===== src/verilog/sssp_pkg.sv =====
// Package with the register map, field layout and types of the spread-spectrum sequencer.
`default_nettype none
package sssp_pkg;
  // Register offsets on the serial programming port.
  localparam logic [7:0] STEP_AND_COUNT_ADDR   = 8'h60;
  localparam logic [7:0] DITHER_AND_OFFSET_ADDR = 8'h61;
  localparam logic [7:0] DELTA_PAIR_0_ADDR     = 8'h62;
  // Reset values.
  localparam logic [7:0] STEP_AND_COUNT_RST    = 8'h00;
  localparam logic [7:0] DITHER_AND_OFFSET_RST = 8'h00;
  localparam logic [7:0] DELTA_PAIR_0_RST      = 8'h00;
  // Field positions.
  localparam int STEP_PERIOD_LSB   = 4;
  localparam int SAMPLE_COUNT_LSB  = 0;
  localparam int DITHER_BIT        = 7;
  localparam int DOUBLE_BIT        = 6;
  localparam int FIRST_SAMPLE_LSB  = 0;
  localparam int DELTA_HI_LSB      = 4;
  localparam int DELTA_LO_LSB      = 0;
  // Widths and table size.
  localparam int NIBBLE_W     = 4;
  localparam int OFFSET_W     = 6;
  localparam int FRAC_W       = 10;
  localparam int STORED_DELTAS = 2;
  // Dither generator seed; the taps are set in the sequencer.
  localparam logic [6:0] LFSR_SEED = 7'h01;

  typedef struct packed {
    logic [3:0] step_period;
    logic [3:0] sample_count;
    logic       dither_en;
    logic       double_flag;
    logic [5:0] first_sample;
  } sssp_cfg_t;

  typedef enum logic [0:0] {
    SSSP_IDLE,
    SSSP_RUN
  } sssp_state_t;
endpackage
`default_nettype wire


===== src/verilog/sssp_sequencer.sv =====
// Spread-spectrum modulation sequencer for the first PLL fractional feedback divider.
//
// Notes on behaviour
// [RULE_01] Hold each sample for step-period compare cycles.
// [RULE_02] Step period zero turns modulation off.
// [RULE_03] Use only sample-count entries of the table.
// [RULE_04] First-sample field is the unsigned starting offset.
// [RULE_05] Dither enable toggles LSB dithering of fraction.
// [RULE_06] Deltas unsigned, added cumulatively after first sample.
// [RULE_07] After the last sample, restart from offset.
`timescale 1ns/10ps
`default_nettype none
module sssp_sequencer (
  // Clock and reset
  input  wire logic              i_ref_clk,
  input  wire logic              i_sys_rst,
  // Register write and read port of the serial programming interface
  input  wire logic              i_reg_wr,
  input  wire logic [7:0]        i_reg_addr,
  input  wire logic [7:0]        i_reg_wdata,
  output logic      [7:0]        o_reg_rdata,
  // Phase-detector comparison tick, one cycle per comparison
  input  wire logic              i_phase_compare,
  // Fractional divider outputs
  output logic [sssp_pkg::FRAC_W-1:0] o_fraction,
  output logic                   o_fraction_double_flag,
  output logic                   o_spread_active,
  output logic [3:0]             o_sample_index
);

  logic [7:0] spread_step_and_count;
  logic [7:0] spread_dither_and_offset;
  logic [7:0] spread_delta_pair_0;

  sssp_pkg::sssp_cfg_t  cfg;
  sssp_pkg::sssp_state_t state;
  sssp_pkg::sssp_state_t next_state;

  logic [3:0]                  hold_cnt;
  logic [3:0]                  next_hold_cnt;
  logic [3:0]                  sample_idx;
  logic [3:0]                  next_sample_idx;
  logic [sssp_pkg::FRAC_W-1:0] wave;
  logic [sssp_pkg::FRAC_W-1:0] next_wave;
  logic [6:0]                  lfsr;

  // Address decode, shared by the write strobes and the read selection.
  // A write to an unmapped address matches no strobe and is dropped silently.
  wire hit_step  = (i_reg_addr == sssp_pkg::STEP_AND_COUNT_ADDR);
  wire hit_dith  = (i_reg_addr == sssp_pkg::DITHER_AND_OFFSET_ADDR);
  wire hit_delta = (i_reg_addr == sssp_pkg::DELTA_PAIR_0_ADDR);
  wire wr_step   = i_reg_wr & hit_step;
  wire wr_dith   = i_reg_wr & hit_dith;
  wire wr_delta  = i_reg_wr & hit_delta;

  // Register writes. Back-to-back writes are taken on every clock.
  always_ff @(posedge i_ref_clk or posedge i_sys_rst) begin
    if (i_sys_rst) begin
      spread_step_and_count    <= sssp_pkg::STEP_AND_COUNT_RST;
      spread_dither_and_offset <= sssp_pkg::DITHER_AND_OFFSET_RST;
      spread_delta_pair_0      <= sssp_pkg::DELTA_PAIR_0_RST;
    end else begin
      if (wr_step) begin
        spread_step_and_count <= i_reg_wdata;
      end
      if (wr_dith) begin
        spread_dither_and_offset <= i_reg_wdata;
      end
      if (wr_delta) begin
        spread_delta_pair_0 <= i_reg_wdata;
      end
    end
  end

  // Registered read data; unmapped addresses read as zero.
  // The read follows the address with one clock of latency, so a host that
  // reads straight after a write sees the new value on the next clock.
  wire [7:0] read_mux =
    hit_step  ? spread_step_and_count :
    hit_dith  ? spread_dither_and_offset :
    hit_delta ? spread_delta_pair_0 : 8'h00;

  always_ff @(posedge i_ref_clk or posedge i_sys_rst) begin
    if (i_sys_rst) begin
      o_reg_rdata <= 8'h00;
    end else begin
      o_reg_rdata <= read_mux;
    end
  end

  assign cfg.step_period  = spread_step_and_count[sssp_pkg::STEP_PERIOD_LSB +: sssp_pkg::NIBBLE_W];
  assign cfg.sample_count = spread_step_and_count[sssp_pkg::SAMPLE_COUNT_LSB +: sssp_pkg::NIBBLE_W];
  assign cfg.dither_en    = spread_dither_and_offset[sssp_pkg::DITHER_BIT];
  assign cfg.double_flag  = spread_dither_and_offset[sssp_pkg::DOUBLE_BIT];
  assign cfg.first_sample = spread_dither_and_offset[sssp_pkg::FIRST_SAMPLE_LSB +: sssp_pkg::OFFSET_W];

  // Only two deltas are stored here; entries past them add nothing.
  function automatic logic [3:0] delta_at(input logic [3:0] idx, input logic [7:0] pair);
    logic [3:0] d;
    d = 4'h0;
    if (idx == 4'h0) begin
      d = pair[sssp_pkg::DELTA_LO_LSB +: sssp_pkg::NIBBLE_W];
    end else if (idx == 4'h1) begin
      d = pair[sssp_pkg::DELTA_HI_LSB +: sssp_pkg::NIBBLE_W];
    end
    return d;
  endfunction

  wire                         spread_on  = (cfg.step_period != 4'h0); // see [RULE_02]
  wire [sssp_pkg::FRAC_W-1:0]  start_val  = {{(sssp_pkg::FRAC_W-sssp_pkg::OFFSET_W){1'b0}}, cfg.first_sample}; // see [RULE_04]
  wire                         step_done  = i_phase_compare && (hold_cnt == cfg.step_period - 4'h1); // see [RULE_01]
  wire                         last_entry = (sample_idx + 4'h1 >= cfg.sample_count); // see [RULE_03]
  wire [3:0]                   cur_delta  = delta_at(sample_idx, spread_delta_pair_0);

  // Sequencer. Settings are not shadowed: a write while running takes effect
  // at once, which may cut the current step short. Turning the step period
  // to zero drops straight back to the offset, and turning it on again costs
  // one idle clock in which the offset is loaded.
  always_comb begin
    next_state      = state;
    next_hold_cnt   = hold_cnt;
    next_sample_idx = sample_idx;
    next_wave       = wave;
    case (state)
      sssp_pkg::SSSP_IDLE: begin
        next_hold_cnt   = 4'h0;
        next_sample_idx = 4'h0;
        next_wave       = start_val;
        if (spread_on) begin
          next_state = sssp_pkg::SSSP_RUN;
        end
      end
      sssp_pkg::SSSP_RUN: begin
        if (!spread_on) begin
          next_state      = sssp_pkg::SSSP_IDLE; // see [RULE_02]
          next_hold_cnt   = 4'h0;
          next_sample_idx = 4'h0;
          next_wave       = start_val;
        end else if (step_done) begin
          next_hold_cnt = 4'h0;
          if (last_entry) begin
            next_sample_idx = 4'h0; // see [RULE_07]
            next_wave       = start_val;
          end else begin
            next_sample_idx = sample_idx + 4'h1;
            next_wave       = wave + {{(sssp_pkg::FRAC_W-sssp_pkg::NIBBLE_W){1'b0}}, cur_delta}; // see [RULE_06]
          end
        end else if (i_phase_compare) begin
          next_hold_cnt = hold_cnt + 4'h1; // see [RULE_01]
        end
      end
      default: begin
        next_state = sssp_pkg::SSSP_IDLE;
      end
    endcase
  end

  always_ff @(posedge i_ref_clk or posedge i_sys_rst) begin
    if (i_sys_rst) begin
      state      <= sssp_pkg::SSSP_IDLE;
      hold_cnt   <= 4'h0;
      sample_idx <= 4'h0;
      wave       <= '0;
    end else begin
      state      <= next_state;
      hold_cnt   <= next_hold_cnt;
      sample_idx <= next_sample_idx;
      wave       <= next_wave;
    end
  end

  // A short LFSR, stepped once per comparison, supplies the dither bit.
  // It is cheap and its spectrum is good enough to break up idle tones.
  always_ff @(posedge i_ref_clk or posedge i_sys_rst) begin
    if (i_sys_rst) begin
      lfsr <= sssp_pkg::LFSR_SEED;
    end else if (i_phase_compare) begin
      lfsr <= {lfsr[5:0], lfsr[6] ^ lfsr[5]};
    end
  end

  wire dither_bit = cfg.dither_en & lfsr[0]; // see [RULE_05]

  // The fraction, active and index outputs are loaded from the next-state values, so they move on the same
  // edge as the sequencer, one clock after the cause. Dither also applies
  // while modulation is off; the divider then sees a dithered offset.
  wire [sssp_pkg::FRAC_W-1:0] next_fraction = {next_wave[sssp_pkg::FRAC_W-1:1], next_wave[0] ^ dither_bit};

  always_ff @(posedge i_ref_clk or posedge i_sys_rst) begin
    if (i_sys_rst) begin
      o_fraction <= '0;
    end else begin
      o_fraction <= next_fraction; // see [RULE_05]
    end
  end

  // The doubling flag is only passed to the divider; it does no arithmetic here.
  always_ff @(posedge i_ref_clk or posedge i_sys_rst) begin
    if (i_sys_rst) begin
      o_fraction_double_flag <= 1'b0;
    end else begin
      o_fraction_double_flag <= cfg.double_flag;
    end
  end

  always_ff @(posedge i_ref_clk or posedge i_sys_rst) begin
    if (i_sys_rst) begin
      o_spread_active <= 1'b0;
    end else begin
      o_spread_active <= (next_state == sssp_pkg::SSSP_RUN); // see [RULE_02]
    end
  end

  always_ff @(posedge i_ref_clk or posedge i_sys_rst) begin
    if (i_sys_rst) begin
      o_sample_index <= 4'h0;
    end else begin
      o_sample_index <= next_sample_idx; // see [RULE_03]
    end
  end

endmodule // sssp_sequencer
`default_nettype wire


===== config.mk =====
export PLATFORM = sky130hd
export DESIGN_NAME = sssp_sequencer
export DESIGN_NICKNAME = d
export VERILOG_FILES = /design/src/verilog/sssp_pkg.sv /design/src/verilog/sssp_sequencer.sv
export SDC_FILE = /design/constraint.sdc
export NUM_CORES = 1
export LEC_CHECK = 0
export BUFFER_PORTS_ARGS = -buffer_cell sky130_fd_sc_hd__clkbuf_2
export CORE_AREA = 2 2 68 86
export CTS_CLUSTER_DIAMETER = 50
export CTS_CLUSTER_SIZE = 28
export DETAILED_ROUTE_END_ITERATION = 8
export DIE_AREA = 0 0 70 88
export PLACE_DENSITY = 0.95
export SYNTH_ARGS = -nofsm -noshare
export SYNTH_HDL_FRONTEND = slang
export SYNTH_SLANG_ARGS = --single-unit

===== constraint.sdc =====
create_clock -name i_ref_clk -period 4.7 [get_ports i_ref_clk]
set_input_delay 0.705 -clock i_ref_clk [delete_from_list [all_inputs] [get_ports i_ref_clk]]
set_output_delay 0.705 -clock i_ref_clk [all_outputs]
set_load 0.02 [all_outputs]

### After elaboration in Yosys (flattened, before gate mapping)

Index checks and enable logic that the tools add are counted.
W data, S select, Z words.

| word-level totals | value |
|---|---|
| bits of input ports | 20 |
| register bits | 69 |
| output and inout port bits | 24 |

| operators by class | value |
|---|---|
| add/sub/neg operators | 4 |
| eq/ne operators | 7 |
| magnitude comparators | 1 |
| reduce and logical (&&, ||, !) cells | 3 |
| bitwise logic cells | 7 |
| mux-type cells | 18 |

Operator list:

| kind | number |
|---|---|
| $mux W4 | 8 |
| $mux W10 | 3 |
| $eq A8 B7 Y1 const B | 3 |
| $mux W8 | 3 |
| $pmux W10 S2 | 1 |
| $pmux W4 S2 | 2 |
| $add A10 B4 Y10 | 1 |
| $add A4 B1 Y4 const B | 2 |
| $and A1 B1 Y1 | 4 |
| $eq A4 B1 Y1 const B | 1 |
| $eq A4 B4 Y1 | 1 |
| $ge A4 B4 Y1 | 1 |
| $logic_not A4 Y1 | 1 |
| $ne A4 B3 Y1 const B | 1 |
| $reduce_bool A4 Y1 | 1 |
| $sub A4 B1 Y4 const B | 1 |
| $ne A3 B2 Y1 const B | 1 |
| $xor A1 B1 Y1 | 2 |
| $logic_and A1 B1 Y1 | 1 |
| $mux W1 | 1 |
| $not A1 Y1 | 1 |

### Longest topological paths before layout

Gate-level depths: netlist of run 1.

| logic depth | value |
|---|---|
| depth after elaboration | 9 |
| gate-level depth with buffers | 13 |
| gate-level depth less buffers | 13 |

### Worst setup path after synthesis of run 1

OpenSTA, ideal clock, no wires.

| path | value |
|---|---|
| path type | register -> register |
| start | register, netlist name o_sample_index[0] |
| end | register o_fraction[8] in the netlist's numbering |
| path buffers | 0 |
| cell stages (with the launch flop) | 13 |
| path slack | 1945 ps |
| arrival | 2625 ps |
| clock period less this slack | 2755 ps |
| data required time | 4571 ps |
| cells stage by stage | dfrtp_1 > inv_1 > ha_1 > nor2b_1 > nand2_1 > a211oi_1 > inv_1 > fa_1 > nor2b_1 > o21ai_0 > a21o_1 > o2111ai_1 > nand3_1 |

RTL lines:

| item | RTL line | RTL |
|---|---|---|
| end signal, assigned | sssp_sequencer.sv:193 | `o_fraction <= next_fraction;` |
| end, declared | sssp_sequencer.sv:25 | `output logic [sssp_pkg::FRAC_W-1:0] o_fraction,` |

==> run_results.csv, run 1 <==
group,metric,value,unit
die,boundaryPins,44,
worst_setup_path,cp_data_required_time,4.92,ns
sta,hold_viol,0,
synthesis,synth_seq_cells,60,
cells_and_area,stdcell_count,399,
power,powerDensity,414,mW/mm²
drt,detail_route.wl_per_cell,16.3,µm
clock_tree,postCtsSetupBuffers,0,
place,hpwl,4700,µm
sta,rsz0062_at_grt,"no",
synthesis,netlist_instances,294,
synthesis,synth_cell_types,56,
clock_tree,cts_tree,"yes",
sta,tightest_slew,0.750,ns
grt,antenna_found_initial,0,
grt,met2_usage,41.4,%
grt,grt_first_pass_wirelength,11300,µm
power,p_int,972,µW
cells_and_area,final_cell_area,0.00358,mm²
die,start_util,60.9,%
clock_tree,insertion_delay,0.34,ns
cells_and_area,antennaDiodeCount,0,
cells_and_area,multi_input_area,0.00155,mm²
die,die_h,88,µm
synthesis,seq_area_frac_synth,46.3,%
cells_and_area,seq_area,0.00150,mm²
synthesis,syn-cell-area,0.00325,mm²
sta,setup_tns,0,ns
worst_setup_path,critPathMaxFanout,8,
worst_setup_path,worstReg2RegEnd,"o_fraction[8]$_DFFE_PP0P_",
grt,busiest_layer,"met2",
grt,gr-usage-met1,27.0,%
place,dp_cells,384,
die,core_area,0.00533,mm²
cells_and_area,final_cell_mix,"dfrtp_1 (59), clkbuf_2 (43), nor2_1 (25), mux2_1 (19), nand2_1 (18)",
die,dieArea,0.00616,mm²
worst_setup_path,cp-endpoint,"o_fraction[8]$_DFFE_PP0P_",
clock_tree,cts_hold_buf,0,
cells_and_area,area_growth,10.4,%
die,die_w,70,µm
cells_and_area,drive_gt1_share,23.0,%
clock_tree,cts_htree_levels,3,
clock_tree,numCtsBuffers,9,
worst_setup_path,cp.arrival,3.21,ns
cells_and_area,fillers,391,
clock_tree,cts_resized,0,
place,pre_cts_ws,1.78,ns
worst_setup_path,setup.worst_path.class,"reg -> reg",
drt,drtPass1Iterations,4,
worst_setup_path,startpoint_type,"register",
synthesis,synth.net_count,329,
grt,overflow,0,
power,clkPwrFrac,25.3,%
grt,grt_pass1_vias,2460,
worst_setup_path,reg2reg_from,"o_sample_index[0]$_DFFE_PP0P_",
clock_tree,cts_num_sinks,60,
die,num_rows,30,
sta,fmax,335,MHz
power,seqPwrFrac,46.8,%
power,p_sw,512,µW
sta,min_period_over_period,63.5,%
worst_setup_path,startpoint,"o_sample_index[0]$_DFFE_PP0P_",
sta,drv_slew,0,
power,power,1.48,mW
place,portBuffers,43,
power,leakage,1.83,nW
worst_setup_path,cp-end-kind,"register",
grt,track_usage,23.8,%
worst_setup_path,reg2regPathDepth,12,
synthesis,synth_warnings,0,
grt,grt_max_degree,61,
cells_and_area,fin_nets,366,
job,maxCapViolations,0,
sta,min_period,2.98,ns
place,place_congestion,0.796,
place,placed_cell_area,0.00343,mm²
clock_tree,cts_root_buffer,"clkbuf_8",
drt,first_iter_violations,134,
power,switching_share,34.5,%
synthesis,ys.flop_type,"dfrtp_1",
cells_and_area,layout_commonest_cell,"dfrtp_1",
drt,route.vias.total,2362,
synthesis,syn_avg_cell_area,11.0,µm²
drt,ant_nets,0,
sta,setup_violations,0,
clock_tree,clk_pin_slew,0.07,ns
power,ir_drop,0.000296,V
sta,setup_slack,1.72,ns
synthesis,synth-edff-count,0,
cells_and_area,post-route-util,67.2,%
worst_hold_path,hp-class,"reg -> reg",
clock_tree,clk_path_buf_depth,2,
synthesis,synthArstFlopShare,100,%
grt,met3_usage,5.41,%
power,p_comb_share,27.9,%
drt,routed_wirelength,6510,µm
drt,drc_errors,0,
sta,hold_ws,0.440,ns
worst_setup_path,r2r_slack,1.72,ns
sta,relSlewSlack,49.8,%
drt,viasPerCell,5.92,
sta,skew,0.00870,ns
outcome,status,"finished, final reports clean",
==> flip-flops by register name (all words and copies together) (netlist names), 4 cells and up <==
name                      count
o_fraction                   10
o_reg_rdata                   8
spread_delta_pair_0           8
spread_dither_and_offset      8
spread_step_and_count         8
lfsr                          7
hold_cnt                      4
o_sample_index                4
==> final cells by class <==
type | count | share of cell area, %
clock buffers | 12 | 3.77
clock inverters | 3 | 0.419
inverters | 20 | 2.09
multi-input cells | 196 | 43.3
flip-flops and latches | 60 | 41.9
well taps | 64 | 2.23
repair buffers | 44 | 6.22
==> metal layers <==
metal  vias up  share of wire, %
li1       1108                 -
met4         0               4.5
met1      1177                40
met2        55                52
met5         -                 0
met3        22               3.8
==> critical path: stages, from the launching register on <==
cell and delay (ns):
dfrtp_1 0.48, inv_1 0.08, ha_1 0.27, nor2b_1 0.24, nand2_1 0.08, a211oi_1 0.31, inv_1 0.10, fa_1 0.44
nor2b_1 0.14, o21ai_0 0.18, a21o_1 0.24, o2111ai_1 0.21, nand3_1 0.09
==> cells by family after synthesis <==
logic type,count (synthesis),share of synthesized area (%)
fa+ha+maj,15,6.01
compound gates,57,12.3
simple gates,72,12.9
mux,38,12.8
buf+inv,38,5.90
flops,60,46.3
xor+xnor,14,3.78
==> worst min path at each step <==
stage	from	endpoint	slack, ns	cells after the start
detailed placement	spread_dither_and_offset[6]$_DFFE_PP0P_	o_fraction_double_flag$_DFF_PP0_	0.42	0
global route	spread_dither_and_offset[6]$_DFFE_PP0P_	o_fraction_double_flag$_DFF_PP0_	0.45	0
global placement	spread_dither_and_offset[6]$_DFFE_PP0P_	o_fraction_double_flag$_DFF_PP0_	0.39	0
floorplan	spread_dither_and_offset[6]$_DFFE_PP0P_	o_fraction_double_flag$_DFF_PP0_	0.37	0
finish	spread_dither_and_offset[6]$_DFFE_PP0P_	o_fraction_double_flag$_DFF_PP0_	0.44	0
CTS	spread_dither_and_offset[6]$_DFFE_PP0P_	o_fraction_double_flag$_DFF_PP0_	0.43	0
==> Yosys cell counts (all sizes together), types with 2 or more instances <==
master / n / share of area, %
dfrtp: 59 / 45
mux2: 26 / 9.1
nor2: 25 / 2.9
inv: 19 / 2.2
nand2: 19 / 2.4
buf: 15 / 3.2
a21oi: 14 / 2.2
ha: 14 / 5.4
mux2i: 12 / 3.7
o21ai: 12 / 1.8
xnor2: 9 / 2.4
a31oi: 8 / 2.0
nand3: 6 / 1.1
nor3: 5 / 0.92
xor2: 5 / 1.3
nor2b: 4 / 0.77
a22o: 3 / 0.81
a22oi: 3 / 0.69
clkbuf: 3 / 0.35
nand3b: 3 / 1.1
a211oi: 2 / 0.85
a21o: 2 / 0.46
a31o: 2 / 0.54
and3: 2 / 0.39
nand4: 2 / 0.39
nor4b: 2 / 1.5
o2111ai: 2 / 0.54
o2bb2ai: 2 / 0.54
==> power groups by stage <==
stage                     Clock [mW]  Combinational (mW)  Sequential [mW]
final                          0.376               0.414            0.695
after global routing           0.404               0.463            0.707
after CTS                      0.382               0.418            0.695
after detailed placement           0               0.415            0.703
after global placement             0               0.396            0.695
after floorplan                    0               0.320            0.694
Note: power is estimated with default switching activity, not from simulation.
==> inputs of run 2 (changes only) <==
Settings changed: ABC_AREA set to 1, CORE_AREA 2 2 68 86 to 2 2 75 95, DIE_AREA 0 0 70 88 to 0 0 77 97, PLACE_DENSITY 0.95 to 0.85.
Clock period 4.7 ns to 2.4 ns, I/O delays scaled along.
==> run_results.csv, run 2 <==
group,metric,value,unit
worst_setup_path,cp-end-kind,"register",
job,maxCapViolations,0,
synthesis,synth_common_cells,"nand2_1 (132), dfrtp_1 (59), inv_1 (44)",
drt,drc_errors,0,
synthesis,synth_seq_cells,60,
die,boundaryPins,44,
place,place_congestion,0.831,
clock_tree,cts_hold_buf,0,
synthesis,synth_top_cell_by_area,"dfrtp_1",
synthesis,seq_area_frac_synth,45.5,%
cells_and_area,largest_reg_flops,10,
clock_tree,cts_tree,"yes",
synthesis,synthArstFlopShare,100,%
place,portBuffers,43,
sta,min_period_over_period,97.8,%
worst_setup_path,reg2reg_from,"o_sample_index[1]$_DFFE_PP0P_",
die,die_h,97,µm
clock_tree,cts_htree_levels,3,
synthesis,synth_top_area_share,44.7,%
cells_and_area,fin_nets,485,
sta,setup_tns,0,ns
worst_setup_path,cp.arrival,2.61,ns
synthesis,syn-cell-area,0.00330,mm²
worst_setup_path,max_stage_delay,0.41,ns
die,dieArea,0.00747,mm²
cells_and_area,final_cell_mix,"nand2_1 (131), dfrtp_1 (57), inv_1 (43), clkbuf_2 (43), nand3_1 (28)",
synthesis,netlist_instances,399,
synthesis,synth_cell_types,30,
clock_tree,cts_root_buffer,"clkbuf_8",
grt,grt_max_degree,26,
grt,grt_pass1_vias,2713,
power,leakage,1.97,nW
drt,viasPerCell,5.15,
clock_tree,cts_num_sinks,60,
sta,relSlewSlack,60.9,%
worst_setup_path,cp_data_required_time,2.67,ns
clock_tree,insertion_delay,0.34,ns
sta,hold_viol,0,
die,start_util,50.6,%
worst_setup_path,cp-endpoint,"o_fraction[8]$_DFFE_PP0P_",
grt,antenna_found_initial,0,
die,die_w,77,µm
clock_tree,clk_path_buf_depth,2,
sta,min_period,2.35,ns
worst_setup_path,startpoint_type,"register",
sta,setup_violations,0,
sta,drv_slew,0,
die,core_area,0.00652,mm²
synthesis,syn_avg_cell_area,8.27,µm²
clock_tree,clk_pin_slew,0.07,ns
clock_tree,numCtsBuffers,9,
worst_setup_path,r2r_slack,0.05,ns
drt,route.vias.total,2783,
drt,routed_wirelength,7340,µm
synthesis,synth_most_common_cell,"nand2_1",
sta,fmax,426,MHz
power,ir_drop,0.000303,V
die,num_rows,33,
cells_and_area,largest_register,"o_fraction",
cells_and_area,layout_commonest_cell,"nand2_1",
synthesis,synth.net_count,434,
drt,drtPass1Iterations,4,
drt,first_iter_violations,188,
sta,skew,0.0130,ns
worst_setup_path,startpoint,"o_sample_index[1]$_DFFE_PP0P_",
drt,ant_nets,0,
worst_setup_path,crit_chain,"inv_1 > ha_1 > nand2_1 > inv_1 > nand2_1 > a21oi_1 > ha_2 > inv_1 > fa_2 > o21ai_4 > nand3_1 > o21ai_0 > nand2_1 > o22ai_1",
worst_setup_path,setup.worst_path.class,"reg -> reg",
worst_setup_path,crit_path_top_delay_cell,"dfrtp_2",
cells_and_area,antennaDiodeCount,0,
synthesis,synth_warnings,0,
sta,setup_slack,0.0533,ns
sta,tightest_slew,0.587,ns
drt,detail_route.wl_per_cell,13.6,µm
cells_and_area,drive_gt1_share,25.6,%
sta,rsz0062_at_grt,"yes",
power,powerDensity,600,mW/mm²
grt,overflow,0,
worst_hold_path,hp-class,"in -> async",
place,pre_cts_ws,0.0131,ns
synthesis,synth-edff-count,0,
worst_setup_path,worstReg2RegEnd,"o_fraction[8]$_DFFE_PP0P_",
worst_setup_path,critPathMaxFanout,4,
synthesis,yosys-top-cells-area,"dfrtp_1 (45%), nand2_1 (15%), ha_1 (5.3%)",
synthesis,ys.flop_type,"dfrtp_1",
grt,track_usage,21.2,%
cells_and_area,area_growth,17.1,%
grt,grt_first_pass_wirelength,12400,µm
place,hpwl,5270,µm
worst_setup_path,reg2regPathDepth,14,
outcome,status,"finished, final reports clean",
-- run 2: cells by family after synthesis --
group / Yosys count / synth area share, %
simple gates: 196 / 26.3
buf+inv: 63 / 9.06
flops: 60 / 45.5
compound gates: 54 / 10.3
fa+ha+maj: 15 / 5.92
xor+xnor: 11 / 2.92
-- run 2: timing repair --
item,in CTS,in global routing
endpoints found under the setup margin,0,14
gates resized for setup,0,16
setup buffers,0,5
-- run 2: stage by stage --
step / util [%] / power [mW] / cell area [µm²] / hold WS [ns] / instances
detailed placement: 54.9 / 1.42 / 3580 / 0.396 / 521
CTS: 57.8 / 2.32 / 3770 / 0.0393 / 535
floorplan: - / 1.34 / 3310 / 0.374 / 399
global route: 59.2 / 2.43 / 3860 / 0.0491 / 540
finish: 59.2 / 2.32 / 3860 / 0.0264 / 540
global placement: 54.9 / 1.41 / 3580 / 0.392 / 521
-- run 2: power by group --
group / switching [mW] / internal (mW)
registers: 0.0614 / 1.09
logic: 0.163 / 0.102
clock network: 0.377 / 0.523
-- run 2: final cells by class --
class | count | area, µm²
repair buffers | 59 | 339
inverters | 44 | 165
flip-flops and latches | 60 | 1510
fillers | 564 | 2660
clock buffers | 12 | 155
well taps | 87 | 109
clock inverters | 2 | 35.0
multi-input cells | 276 | 1550
-- run 2: routing by layer --
layer	share of wire [%]	track usage [%]
met5	0	0
met3	4.0	4.94
met1	40	23.9
met2	53	36.6
met4	2.9	11.5
-- run 2: how the worst min path moves through the flow --
stage                                             endpoint                                    start  depth (start not counted)
after CTS                        o_fraction[8]$_DFFE_PP0P_                                i_sys_rst                          2
after floorplan           o_fraction_double_flag$_DFF_PP0_  spread_dither_and_offset[6]$_DFFE_PP0P_                          0
after global placement    o_fraction_double_flag$_DFF_PP0_  spread_dither_and_offset[6]$_DFFE_PP0P_                          0
final                        o_sample_index[2]$_DFFE_PP0P_                                i_sys_rst                          2
after detailed placement         o_fraction[9]$_DFFE_PP0P_                                i_sys_rst                          2
after global routing         o_sample_index[2]$_DFFE_PP0P_                                i_sys_rst                          2
-- run 2: worst max-delay path: cells and delay by family, from the launching register on --
kind	cells	cell delay, ns
adders and majority gates	3	0.71
AOI/OAI and AO/OA	4	0.59
DFF	1	0.41
and+or+nand+nor	4	0.31
buffers and inverters	3	0.25
